$ cat src/verilog/baud_regs.vh
`ifndef BAUD_REGS_VH
`define BAUD_REGS_VH
// Notes on behaviour
// Each generator input is the oscillator clock divided by 1 or 4, per control bit 7.
// Divisor runs from 1 to just under 65536 in sixteenth steps.
// Fraction register bits 5:4 choose 16, 8 or 4 samples per bit.
// After reset the divisor is one: low byte 0x01, high and fraction 0x00.
// Integer divisor is high byte times 256 plus low byte.
// Fraction register low nibble adds 0 to 15/16 to the divisor.
// Host writes the fraction field as truncated fraction times sixteen.
// Transmit and receive have separate generators, each with its own prescaler.
// Transmit shifts on the bit clock; receive samples on the sampling clock.
// Generators run from the oscillator input, crystal or external clock.
// Register access works with the oscillator stopped.
// Reset held over 40 ns restores all registers and outputs to defaults.
// Fraction realised by stretching chosen periods by one prescaled clock.

// Register addresses
`define ADDR_TX_LOW 3'h0
`define ADDR_TX_HIGH 3'h1
`define ADDR_TX_FRAC 3'h2
`define ADDR_RX_LOW 3'h3
`define ADDR_MODEM_CTRL 3'h4
`define ADDR_RX_HIGH 3'h5
`define ADDR_RX_FRAC 3'h6
`define ADDR_STATUS 3'h7

// Reset values
`define RST_LOW 8'h01
`define RST_HIGH 8'h00
`define RST_FRAC 8'h00
`define RST_MODEM_CTRL 8'h00

// Field positions
`define MCR_PRESCALE_BIT 7
`define FRAC_LSB 0
`define FRAC_MSB 3
`define MODE_LSB 4
`define MODE_MSB 5

// Sampling modes
`define MODE_16X 2'h0
`define MODE_8X 2'h1
`define MODE_4X 2'h2

// Sample counts per bit, minus one
`define LAST_16X 4'hf
`define LAST_8X 4'h7
`define LAST_4X 4'h3

// Prescale by four: last count of the two-bit prescaler
`define PRESCALE_LAST 2'h3

// Least reset time and its count of 20 ns cycles, rounded up
`define RESET_MIN_NS 40
`define CLK_PERIOD_NS 20
`define RESET_MIN_CYCLES ((`RESET_MIN_NS + `CLK_PERIOD_NS - 1) / `CLK_PERIOD_NS)

`endif

$ cat src/verilog/fractional_baud_rate_generator.v
`include "baud_regs.vh"

// One prescaler plus fractional divider plus sample-per-bit counter
module baud_generator #(
   parameter INT_W = 16
) (
   input wire clk_i,
   input wire rst_i,
   input wire osc_rise_i,
   input wire prescale_div4_i,
   input wire [INT_W-1:0] int_div_i,
   input wire [3:0] frac_div_i,
   input wire [1:0] mode_i,
   input wire restart_i,
   output reg sample_tick_o,
   output reg bit_tick_o,
   output wire running_o
);
   reg [1:0] pre_cnt;
   reg [INT_W:0] cnt;
   reg [3:0] acc;
   reg stretch;
   reg [3:0] smp_cnt;
   wire pre_tick;
   wire [INT_W:0] cnt_plus;
   wire [INT_W:0] period_len;
   wire [4:0] acc_sum;
   wire period_end;
   reg [3:0] smp_last;

   // Divide by 1 or by 4 ahead of the divider
   assign pre_tick = osc_rise_i & (~prescale_div4_i | (pre_cnt == `PRESCALE_LAST));
   assign cnt_plus = cnt + {{INT_W{1'b0}}, 1'b1};
   // Integer part plus one extra prescaled clock when the fraction carries
   assign period_len = {1'b0, int_div_i} + {{INT_W{1'b0}}, stretch};
   assign acc_sum = {1'b0, acc} + {1'b0, frac_div_i};
   // Zero integer divisor is outside the legal range and stops the generator
   assign running_o = (int_div_i != {INT_W{1'b0}});
   assign period_end = running_o & pre_tick & (cnt_plus == period_len);

   always @*
   begin
      case (mode_i)
         `MODE_16X: smp_last = `LAST_16X;
         `MODE_8X: smp_last = `LAST_8X;
         `MODE_4X: smp_last = `LAST_4X;
         default: smp_last = `LAST_16X;
      endcase
   end

   always @(posedge clk_i)
   begin
      if (rst_i | restart_i)
      begin
         pre_cnt <= 2'h0;
         cnt <= {(INT_W+1){1'b0}};
         acc <= 4'h0;
         stretch <= 1'b0;
         smp_cnt <= 4'h0;
         sample_tick_o <= 1'b0;
         bit_tick_o <= 1'b0;
      end
      else
      begin
         if (osc_rise_i)
            pre_cnt <= pre_cnt + 2'h1;
         sample_tick_o <= period_end;
         bit_tick_o <= 1'b0;
         if (period_end)
         begin
            cnt <= {(INT_W+1){1'b0}};
            acc <= acc_sum[3:0];
            stretch <= acc_sum[4];
            if (smp_cnt >= smp_last)
            begin
               smp_cnt <= 4'h0;
               bit_tick_o <= 1'b1;
            end
            else
               smp_cnt <= smp_cnt + 4'h1;
         end
         else if (pre_tick & running_o)
            cnt <= cnt_plus;
      end
   end
endmodule

// One host-written register byte; its write strobe is delayed to line up with the restart
module reg_byte #(
   parameter [2:0] ADDR = 3'h0,
   parameter [7:0] INIT = 8'h00
) (
   input wire clk_i,
   input wire rst_i,
   input wire [2:0] reg_addr_i,
   input wire reg_wr_i,
   input wire [7:0] reg_wdata_i,
   output reg [7:0] value_o,
   output reg written_o
);
   wire hit;

   assign hit = reg_wr_i & (reg_addr_i == ADDR);

   always @(posedge clk_i)
   begin
      if (rst_i)
      begin
         value_o <= INIT;
         written_o <= 1'b0;
      end
      else
      begin
         // One-cycle strobe that restarts the generator fed by this byte
         written_o <= hit;
         // Bus writes need only clk_i, never the oscillator
         if (hit)
            value_o <= reg_wdata_i;
      end
   end
endmodule

module fractional_baud_rate_generator (
   input wire clk_i,
   input wire rst_i,
   input wire osc_in_i,
   input wire [2:0] reg_addr_i,
   input wire reg_wr_i,
   input wire reg_rd_i,
   input wire [7:0] reg_wdata_i,
   output reg [7:0] reg_rdata_o,
   output wire tx_sample_tick_o,
   output wire tx_bit_tick_o,
   output wire rx_sample_tick_o,
   output wire rx_bit_tick_o
);
   wire [7:0] tx_low;
   wire [7:0] tx_high;
   wire [7:0] tx_frac;
   wire [7:0] rx_low;
   wire [7:0] rx_high;
   wire [7:0] rx_frac;
   wire [7:0] modem_control_register;
   wire tx_low_wr;
   wire tx_high_wr;
   wire tx_frac_wr;
   wire rx_low_wr;
   wire rx_high_wr;
   wire rx_frac_wr;
   wire ctrl_wr;
   reg osc_prev;
   wire tx_restart;
   wire rx_restart;
   reg [7:0] next_rdata;
   wire osc_rise;
   wire tx_running;
   wire rx_running;
   wire prescale_div4;

   // Oscillator input is sampled on clk_i; it must run at no more than half of clk_i
   assign osc_rise = osc_in_i & ~osc_prev;
   assign prescale_div4 = modem_control_register[`MCR_PRESCALE_BIT];

   // A divisor write restarts its own path; a control write restarts both
   assign tx_restart = tx_low_wr | tx_high_wr | tx_frac_wr | ctrl_wr;
   assign rx_restart = rx_low_wr | rx_high_wr | rx_frac_wr | ctrl_wr;

   // Cleared previous sample: an input high at release counts as a rise
   always @(posedge clk_i)
   begin
      if (rst_i)
         osc_prev <= 1'b0;
      else
         osc_prev <= osc_in_i;
   end

   // Register file runs on clk_i alone, so it works with the oscillator stopped
   // A write to the status address matches no byte and is ignored
   // Transmit divisor bytes
   reg_byte #(.ADDR(`ADDR_TX_LOW), .INIT(`RST_LOW)) tx_low_reg (
      .clk_i(clk_i),
      .rst_i(rst_i),
      .reg_addr_i(reg_addr_i),
      .reg_wr_i(reg_wr_i),
      .reg_wdata_i(reg_wdata_i),
      .value_o(tx_low),
      .written_o(tx_low_wr)
   );

   reg_byte #(.ADDR(`ADDR_TX_HIGH), .INIT(`RST_HIGH)) tx_high_reg (
      .clk_i(clk_i),
      .rst_i(rst_i),
      .reg_addr_i(reg_addr_i),
      .reg_wr_i(reg_wr_i),
      .reg_wdata_i(reg_wdata_i),
      .value_o(tx_high),
      .written_o(tx_high_wr)
   );

   reg_byte #(.ADDR(`ADDR_TX_FRAC), .INIT(`RST_FRAC)) tx_frac_reg (
      .clk_i(clk_i),
      .rst_i(rst_i),
      .reg_addr_i(reg_addr_i),
      .reg_wr_i(reg_wr_i),
      .reg_wdata_i(reg_wdata_i),
      .value_o(tx_frac),
      .written_o(tx_frac_wr)
   );

   // Receive divisor bytes
   reg_byte #(.ADDR(`ADDR_RX_LOW), .INIT(`RST_LOW)) rx_low_reg (
      .clk_i(clk_i),
      .rst_i(rst_i),
      .reg_addr_i(reg_addr_i),
      .reg_wr_i(reg_wr_i),
      .reg_wdata_i(reg_wdata_i),
      .value_o(rx_low),
      .written_o(rx_low_wr)
   );

   reg_byte #(.ADDR(`ADDR_RX_HIGH), .INIT(`RST_HIGH)) rx_high_reg (
      .clk_i(clk_i),
      .rst_i(rst_i),
      .reg_addr_i(reg_addr_i),
      .reg_wr_i(reg_wr_i),
      .reg_wdata_i(reg_wdata_i),
      .value_o(rx_high),
      .written_o(rx_high_wr)
   );

   reg_byte #(.ADDR(`ADDR_RX_FRAC), .INIT(`RST_FRAC)) rx_frac_reg (
      .clk_i(clk_i),
      .rst_i(rst_i),
      .reg_addr_i(reg_addr_i),
      .reg_wr_i(reg_wr_i),
      .reg_wdata_i(reg_wdata_i),
      .value_o(rx_frac),
      .written_o(rx_frac_wr)
   );

   // Prescale control, shared by both paths
   reg_byte #(.ADDR(`ADDR_MODEM_CTRL), .INIT(`RST_MODEM_CTRL)) ctrl_reg (
      .clk_i(clk_i),
      .rst_i(rst_i),
      .reg_addr_i(reg_addr_i),
      .reg_wr_i(reg_wr_i),
      .reg_wdata_i(reg_wdata_i),
      .value_o(modem_control_register),
      .written_o(ctrl_wr)
   );

   always @*
   begin
      case (reg_addr_i)
         `ADDR_TX_LOW: next_rdata = tx_low;
         `ADDR_TX_HIGH: next_rdata = tx_high;
         `ADDR_TX_FRAC: next_rdata = tx_frac;
         `ADDR_RX_LOW: next_rdata = rx_low;
         `ADDR_RX_HIGH: next_rdata = rx_high;
         `ADDR_RX_FRAC: next_rdata = rx_frac;
         `ADDR_MODEM_CTRL: next_rdata = modem_control_register;
         `ADDR_STATUS: next_rdata = {6'h00, rx_running, tx_running};
         default: next_rdata = 8'h00;
      endcase
   end

   // Read data is registered and holds until the next read
   always @(posedge clk_i)
   begin
      if (rst_i)
         reg_rdata_o <= 8'h00;
      else if (reg_rd_i)
         reg_rdata_o <= next_rdata;
   end

   // Independent transmit and receive paths
   baud_generator #(.INT_W(16)) tx_gen (
      .clk_i(clk_i),
      .rst_i(rst_i),
      .osc_rise_i(osc_rise),
      .prescale_div4_i(prescale_div4),
      .int_div_i({tx_high, tx_low}),
      .frac_div_i(tx_frac[`FRAC_MSB:`FRAC_LSB]),
      .mode_i(tx_frac[`MODE_MSB:`MODE_LSB]),
      .restart_i(tx_restart),
      .sample_tick_o(tx_sample_tick_o),
      .bit_tick_o(tx_bit_tick_o),
      .running_o(tx_running)
   );

   baud_generator #(.INT_W(16)) rx_gen (
      .clk_i(clk_i),
      .rst_i(rst_i),
      .osc_rise_i(osc_rise),
      .prescale_div4_i(prescale_div4),
      .int_div_i({rx_high, rx_low}),
      .frac_div_i(rx_frac[`FRAC_MSB:`FRAC_LSB]),
      .mode_i(rx_frac[`MODE_MSB:`MODE_LSB]),
      .restart_i(rx_restart),
      .sample_tick_o(rx_sample_tick_o),
      .bit_tick_o(rx_bit_tick_o),
      .running_o(rx_running)
   );
endmodule

$ cat config.mk
export PLATFORM = sky130hd
export DESIGN_NAME = fractional_baud_rate_generator
export DESIGN_NICKNAME = d
export VERILOG_FILES = /design/src/verilog/fractional_baud_rate_generator.v
export VERILOG_INCLUDE_DIRS = /design/src /design/src/verilog
export SDC_FILE = /design/constraint.sdc
export NUM_CORES = 1
export LEC_CHECK = 0
export BUFFER_PORTS_ARGS = -buffer_cell sky130_fd_sc_hd__buf_2
export CAP_MARGIN = 20
export CORE_MARGIN = 3
export CORE_UTILIZATION = 60
export DETAILED_ROUTE_END_ITERATION = 6
export PLACE_DENSITY = 0.78
export SLEW_MARGIN = 10
export SYNTH_ARGS = -nofsm -noshare
export SYNTH_HDL_FRONTEND = slang
export SYNTH_SLANG_ARGS = --single-unit
$ cat constraint.sdc
create_clock -name clk_i -period 7.6 [get_ports clk_i]
set_clock_uncertainty 0.1 [all_clocks]
set_input_delay 0.76 -clock clk_i [delete_from_list [all_inputs] [get_ports clk_i]]
set_output_delay 0.76 -clock clk_i [all_outputs]
set_load 0.005 [all_outputs]
Yosys cells after proc, flatten, opt, wreduce, memory -nomap -nowiden
Cells that the tools add are included.
- register bits after elaboration: 132
- input bits: 16
- output and inout port bits: 12
- word-level logic and storage cells: 99
- add/subtract/negate cells: 10
- magnitude comparators: 2
- equal/unequal tests: 15
- multiplexer cells: 7
- bitwise logic cells: 28
- reductions and logical operators: 7
- operators with widths (kind ; count):
    $pmux 8 s8 ; 1
    $add 16x1->17 ; 2
    $add 17x1->17 const B ; 2
    $eq 17x17->1 ; 2
    $reduce_bool 16->1 ; 2
    $pmux 4 s2 ; 2
    $and 1x1->1 ; 14
    $eq 3x3->1 const B ; 4
    $add 4x4->5 ; 2
    $or 1x1->1 ; 10
    $add 4x1->4 const B ; 2
    $eq 2x2->1 const B ; 4
    $ge 4x4->1 ; 2
    $mux 4 ; 2
    $reduce_or 2->1 ; 4
    $eq 3x2->1 const B ; 2
    $add 2x1->2 const B ; 2
    $eq 2x1->1 const B ; 2
    $not 1->1 ; 4
    $eq 3x1->1 const B ; 1
    $logic_not 3->1 ; 1
    $mux 1 ; 2

Logic depth before layout (Yosys ltp)
- depth after elaboration: 7
- gate-level depth with buffers: 12
- depth with buffers taken out: 10

Hierarchy
From an unflattened synthesis, not the netlist that was laid out.
- cell total of the unflattened synthesis: 969
- area, all modules: 8752.1 µm²
- modules (own cells, without submodules) (module ; times used ; cells each ; area each (µm²) ; seq. area each (µm²)):
    baud_generator ; 2 ; 297 ; 2498.6 ; 600.6
    reg_byte (ctrl_reg ...) ; 3 ; 37 ; 395.4 ; 180.2
    fractional_baud_rate_generator ; 1 ; 116 ; 988.4 ; 180.2
    reg_byte (rx_frac_reg ...) ; 2 ; 37 ; 394.1 ; 180.2
    reg_byte (tx_low_reg) ; 1 ; 37 ; 401.6 ; 180.2
    reg_byte (rx_low_reg) ; 1 ; 37 ; 390.4 ; 180.2

Worst setup path after synthesis
Ideal clock, no wire load.
- path type: reg2reg
- start: register rx_gen.cnt[0]
- end: register rx_gen.smp_cnt[3]
- library setup time: 71 ps
- arrival time: 2792 ps
- data required time: 7429 ps
- path slack: 4637 ps
- stages on the path, launching flop included: 10
- path buffers: 0
- clock period less this slack: 2963 ps
- cell sequence: dfxtp_1 -> ha_1 -> inv_1 -> or4_4 -> xor2_2 -> a41o_2 -> nand4_1 -> or4_4 -> or4_1 -> a21oi_1
- word-level cells in the longest chain between the ends: 3
- ends and longest elaborated chain (item ; line ; source):
    start: declaration ; fractional_baud_rate_generator.v:20 ; reg [INT_W:0] cnt;
    start signal: assignment ; fractional_baud_rate_generator.v:56 ; cnt <= {(INT_W+1){1'b0}};
    start signal: assignment ; fractional_baud_rate_generator.v:71 ; cnt <= {(INT_W+1){1'b0}};
    start signal: assignment ; fractional_baud_rate_generator.v:83 ; cnt <= cnt_plus;
    $add 17x1->17 ; fractional_baud_rate_generator.v:33 ; assign cnt_plus = cnt + {{INT_W{1'b0}}, 1'b1};
    $eq 17x17->1 ; fractional_baud_rate_generator.v:39 ; assign period_end = running_o & pre_tick & (cnt_plus == period_len);
    $and 1x1->1 ; fractional_baud_rate_generator.v:39 ;
    end signal: assignment ; fractional_baud_rate_generator.v:80 ; smp_cnt <= smp_cnt + 4'h1;
    end: declaration ; fractional_baud_rate_generator.v:23 ; reg [3:0] smp_cnt;
Every way passes these cells.
A chain may end at the register's enable or synchronous reset.

Final worst setup path
- start: register rx_low_reg.value_o[0]
- end: register rx_gen.cnt[1]
- word-level cells in the longest chain between the ends: 4
- elaborated cells on any way between the ends: 6
- classes of those cells: 1 x add/sub; 1 x eq/ne; 2 x bitwise; 2 x reduce/logical
- ends and longest elaborated chain (item ; line ; source):
    start: declaration ; fractional_baud_rate_generator.v:98 ; output reg [7:0] value_o,
    start signal: assignment ; fractional_baud_rate_generator.v:118 ; value_o <= reg_wdata_i;
    $add 16x1->17 or $reduce_bool 16->1 (tied branches) ; fractional_baud_rate_generator.v:35, fractional_baud_rate_generator.v:38 ;
    $eq 17x17->1 or $and 1x1->1 (tied branches) ; fractional_baud_rate_generator.v:39, fractional_baud_rate_generator.v:82 ;
    $and 1x1->1 ; fractional_baud_rate_generator.v:39 ;
    $reduce_or 2->1 (no source line) ; - ;
Parallel ways exist; a longest one is shown, timed or not.

==> flow_summary_export.csv <==
group,metric,value,unit
global_routing,grt_remaining_overflow,0,
clock_network,cts_resized,0,
logic_synthesis,synthTopCellsByCount,"nand2_1 (159), dfxtp_1 (132), a21oi_1 (90), nor2_1 (83), xnor2_1 (63)",
hold_path,whs_endpoint,"tx_frac_reg.value_o[4]",
final_layout,area_growth,9.80,%
global_routing,grt_max_degree,74,
sta,worstMarginPinSlew,0.956,ns
clock_network,cts_tree,"built",
clock_network,clkLatencyLatePin,0.42,ns
final_layout,fillers,997,
placement,dp_slack,4.00,ns
power,power_density,215,mW/mm2
setup_path,reg2reg_to,"rx_gen.cnt[1]",
drt,final_antenna_net_count,0,
setup_path,cp-start-kind,"flop",
logic_synthesis,synthesis.area,0.00761,mm2
logic_synthesis,synth-compound-area-share,0.117,
logic_synthesis,synth_area_leaders,"dfxtp_1 (35%), nand2_1 (7.8%), xnor2_1 (7.2%), a21oi_1 (5.9%), ha_1 (4.4%)",
sta,drv_slew,0,
placement,hpwl,13400,um
sta,setup_ws,4.13,ns
clock_network,cts_inserted_buffers,17,
floorplanning,num_rows,40,
logic_synthesis,synth_ff_type,"dfxtp_1",
drt,finalWirelength,19300,um
logic_synthesis,synthMuxAreaShare,0.0288,
clock_network,cts_buffer_depth,2,
sta,rsz0062_at_grt,"false",
sta,setup_viol,0,
sta,tns,0,ns
placement,gp_congestion,0.936,
floorplanning,io_pins,28,
logic_synthesis,synth_cell_types,61,
power,p_total,1.80,mW
floorplanning,die_area,0.0141,mm2
floorplanning,start_util,0.623,
clock_network,clkTransAtPathRegs,0.06,ns
job,max-cap-violations,0,
drt,wl_per_cell,17.4,um
logic_synthesis,ys_ff_latch,132,
logic_synthesis,yosysMostFrequentCell,"nand2_1",
logic_synthesis,yosysTopAreaCell,"dfxtp_1",
setup_path,cp.required,7.78,ns
logic_synthesis,yosys.area_share.adder,0.0496,
floorplanning,core_area,0.0122,mm2
floorplanning,die_w,119,um
hold_path,hold_path.class,"reg -> reg",
sta,post-route-period-util,0.457,
logic_synthesis,yosysWarnings,0,
logic_synthesis,synth_edf_count,0,
global_routing,grt_first_pass_wirelength,31000,um
final_layout,final_util,0.684,
final_layout,stdcell_count,1113,
setup_path,reg2regPathDepth,10,
logic_synthesis,ys_async_sr_fraction,0,
drt,drc,0,
power,irDropWorstVdd,0.000177,V
final_layout,drive_above_1_share,0.0847,
power,p_leak,3.17,nW
power,combPwrFrac,0.091,
placement,port_buffers,27,
sta,period_needed,3.47,ns
logic_synthesis,syn_avg_cell_area,8.03,um2
global_routing,grt_usage,0.274,
clock_network,cts_sinks,132,
sta,relSlewSlack,0.357,
outcome,status,"completed",
setup_path,r2r_start,"rx_low_reg.value_o[0]",
sta,hold_viol_final,0,
setup_path,critPathCaptureType,"flop",
logic_synthesis,synthCells,948,
logic_synthesis,synth_top_area_share,0.347,
clock_network,cts_max_level,4,
clock_network,postCtsSetupRepairBufs,0,
drt,drtIter0Drc,788,
final_layout,nNetsFinal,977,
logic_synthesis,syn-num-nets,993,
power,clkPwrFrac,0.500,
setup_path,r2r_slack,4.13,ns
logic_synthesis,synth-simple-area-share,0.265,
global_routing,grt_pass1_vias,5983,
power,swShare,0.251,
setup_path,cp_max_fo,17,
power,p_sw,0.451,mW
clock_network,cts_root_buffer,"clkbuf_16",
logic_synthesis,seq_area_frac_synth,0.347,
setup_path,path_class,"reg -> reg",
placement,placed_cells,1081,
hold_path,min_from,"tx_frac_reg.value_o[4]",
final_layout,diodes,0,
sta,max_freq,288,MHz
drt,firstDrtPassIters,5,
power,internal_power,1.34,mW
clock_network,ctsHoldBuffers,0,
drt,vias,6668,
drt,vias_per_cell,5.99,
setup_path,arrival,3.65,ns
power,p_seq_frac,0.409,
floorplanning,die_h,119,um
logic_synthesis,synth_top_family_by_area,"simple AND/OR/NAND/NOR gates",
hold_path,whs_path_depth,2,
logic_synthesis,synthXorXnorAreaFrac,0.144,
global_routing,antenna_found_initial,0,
worst max-delay path by stage:
stage	depth (start not counted)	startpoint	endpoint
finish	10	rx_low_reg.value_o[0]	rx_gen.cnt[1]
CTS	10	rx_low_reg.value_o[0]	rx_gen.cnt[1]
floorplan	9	rx_gen.cnt[0]	rx_gen.smp_cnt[3]
global route	10	rx_low_reg.value_o[0]	rx_gen.stretch
detailed placement	9	osc_in_i	rx_gen.cnt[1]
global placement	9	osc_in_i	rx_gen.cnt[2]
stage by stage:
stage                     hold slack, ns  instance area, um2
after floorplan                    0.333                7610
final                              0.356                8360
after global placement             0.344                7710
after detailed placement           0.348                7710
after global routing               0.369                8360
after CTS                          0.356                8360
logic make-up (layout without fill, tap and decap cells):
| kind of cell | count (synthesis) | after routing |
|---|---|---|
| muxes | 19 | 19 |
| xor gates and xnor gates | 110 | 110 |
| and+or+nand+nor | 417 | 417 |
| AOI/OAI and AO/OA | 149 | 149 |
| buffers and inverters | 92 | 89 |
| adders and majority gates | 29 | 29 |
| DFF | 132 | 132 |
final cells by class:
cell class | instances | area [um2] | share of cell area
multi-input cells | 724 | 4600 | 0.551
flip-flops and latches | 132 | 2640 | 0.316
clock buffers | 19 | 453 | 0.0542
well taps | 168 | 210 | 0.0252
clock inverters | 13 | 195 | 0.0234
repair buffers | 29 | 150 | 0.0180
inverters | 28 | 105 | 0.0126
layer usage:
| layer | vias to the layer above | wire length, um | GRT usage |
|---|---|---|---|
| li1 | 3235 | - | - |
| met1 | 3093 | 8640 | 0.396 |
| met4 | 0 | 364 | 0.0840 |
| met5 | - | 0 | 0 |
| met3 | 40 | 1910 | 0.0699 |
| met2 | 300 | 8430 | 0.401 |
worst max-delay path: stages (launching register included):
cell and delay, ns:
dfxtp_1 0.41, ha_1 0.21, ha_1 0.20, nand3_1 0.17
or3_1 0.41, and3b_1 0.19, nor3_1 0.30, nand4_1 0.18
or4_4 0.46, or2b_1 0.57, nor2_1 0.13
registers in the layout (all words and copies together), names as in the netlist, 2 cells and up:
name and cells:
rx_frac_reg.value_o 8, rx_high_reg.value_o 8, tx_gen.cnt 17, ctrl_reg.value_o 8, rx_low_reg.value_o 8, tx_gen.acc 4, tx_gen.pre_cnt 2, rx_gen.cnt 17
reg_rdata_o 8, tx_frac_reg.value_o 8, tx_low_reg.value_o 8, rx_gen.smp_cnt 4, tx_gen.smp_cnt 4, rx_gen.pre_cnt 2, tx_high_reg.value_o 8, rx_gen.acc 4
layout by cell type, fill, tap and decap left out, types with 3 or more instances in the layout:
| master | n |
|---|---|
| o221ai_1 | 4 |
| nand2b_1 | 7 |
| nor2_1 | 83 |
| inv_1 | 28 |
| xor2_1 | 37 |
| or4_1 | 4 |
| a22o_1 | 6 |
| and2_1 | 5 |
| nor2b_1 | 6 |
| dfxtp_1 | 132 |
| mux2_2 | 3 |
| and4_1 | 7 |
| nand4_1 | 27 |
| a21o_1 | 7 |
| o21ai_0 | 10 |
| a211oi_1 | 6 |
| nand3b_1 | 3 |
| ha_1 | 27 |
| nor4_1 | 18 |
| clkbuf_16 | 17 |
| nand3_1 | 41 |
| or3_1 | 7 |
| xnor3_1 | 8 |
| nor3_1 | 21 |
| nand2_1 | 159 |
| o211ai_1 | 6 |
| or2_2 | 3 |
| xnor2_1 | 63 |
| and3_1 | 12 |
| inv_6 | 4 |
| a21oi_1 | 90 |
| mux2i_1 | 14 |
| bufinv_16 | 4 |
| buf_2 | 27 |
| o21a_1 | 4 |
| clkinv_4 | 4 |
power by group through the flow:
stage	Clock (mW)	Sequential, mW	Combinational (mW)
2_1_floorplan	0	0.740	0.123
3_3_place_gp	0	0.749	0.155
3_5_place_dp	0	0.749	0.159
4_1_cts	0.904	0.734	0.162
5_1_grt	0.937	0.737	0.180
6_report	0.897	0.735	0.163
No activity file was read; power rests on OpenSTA's default activity.
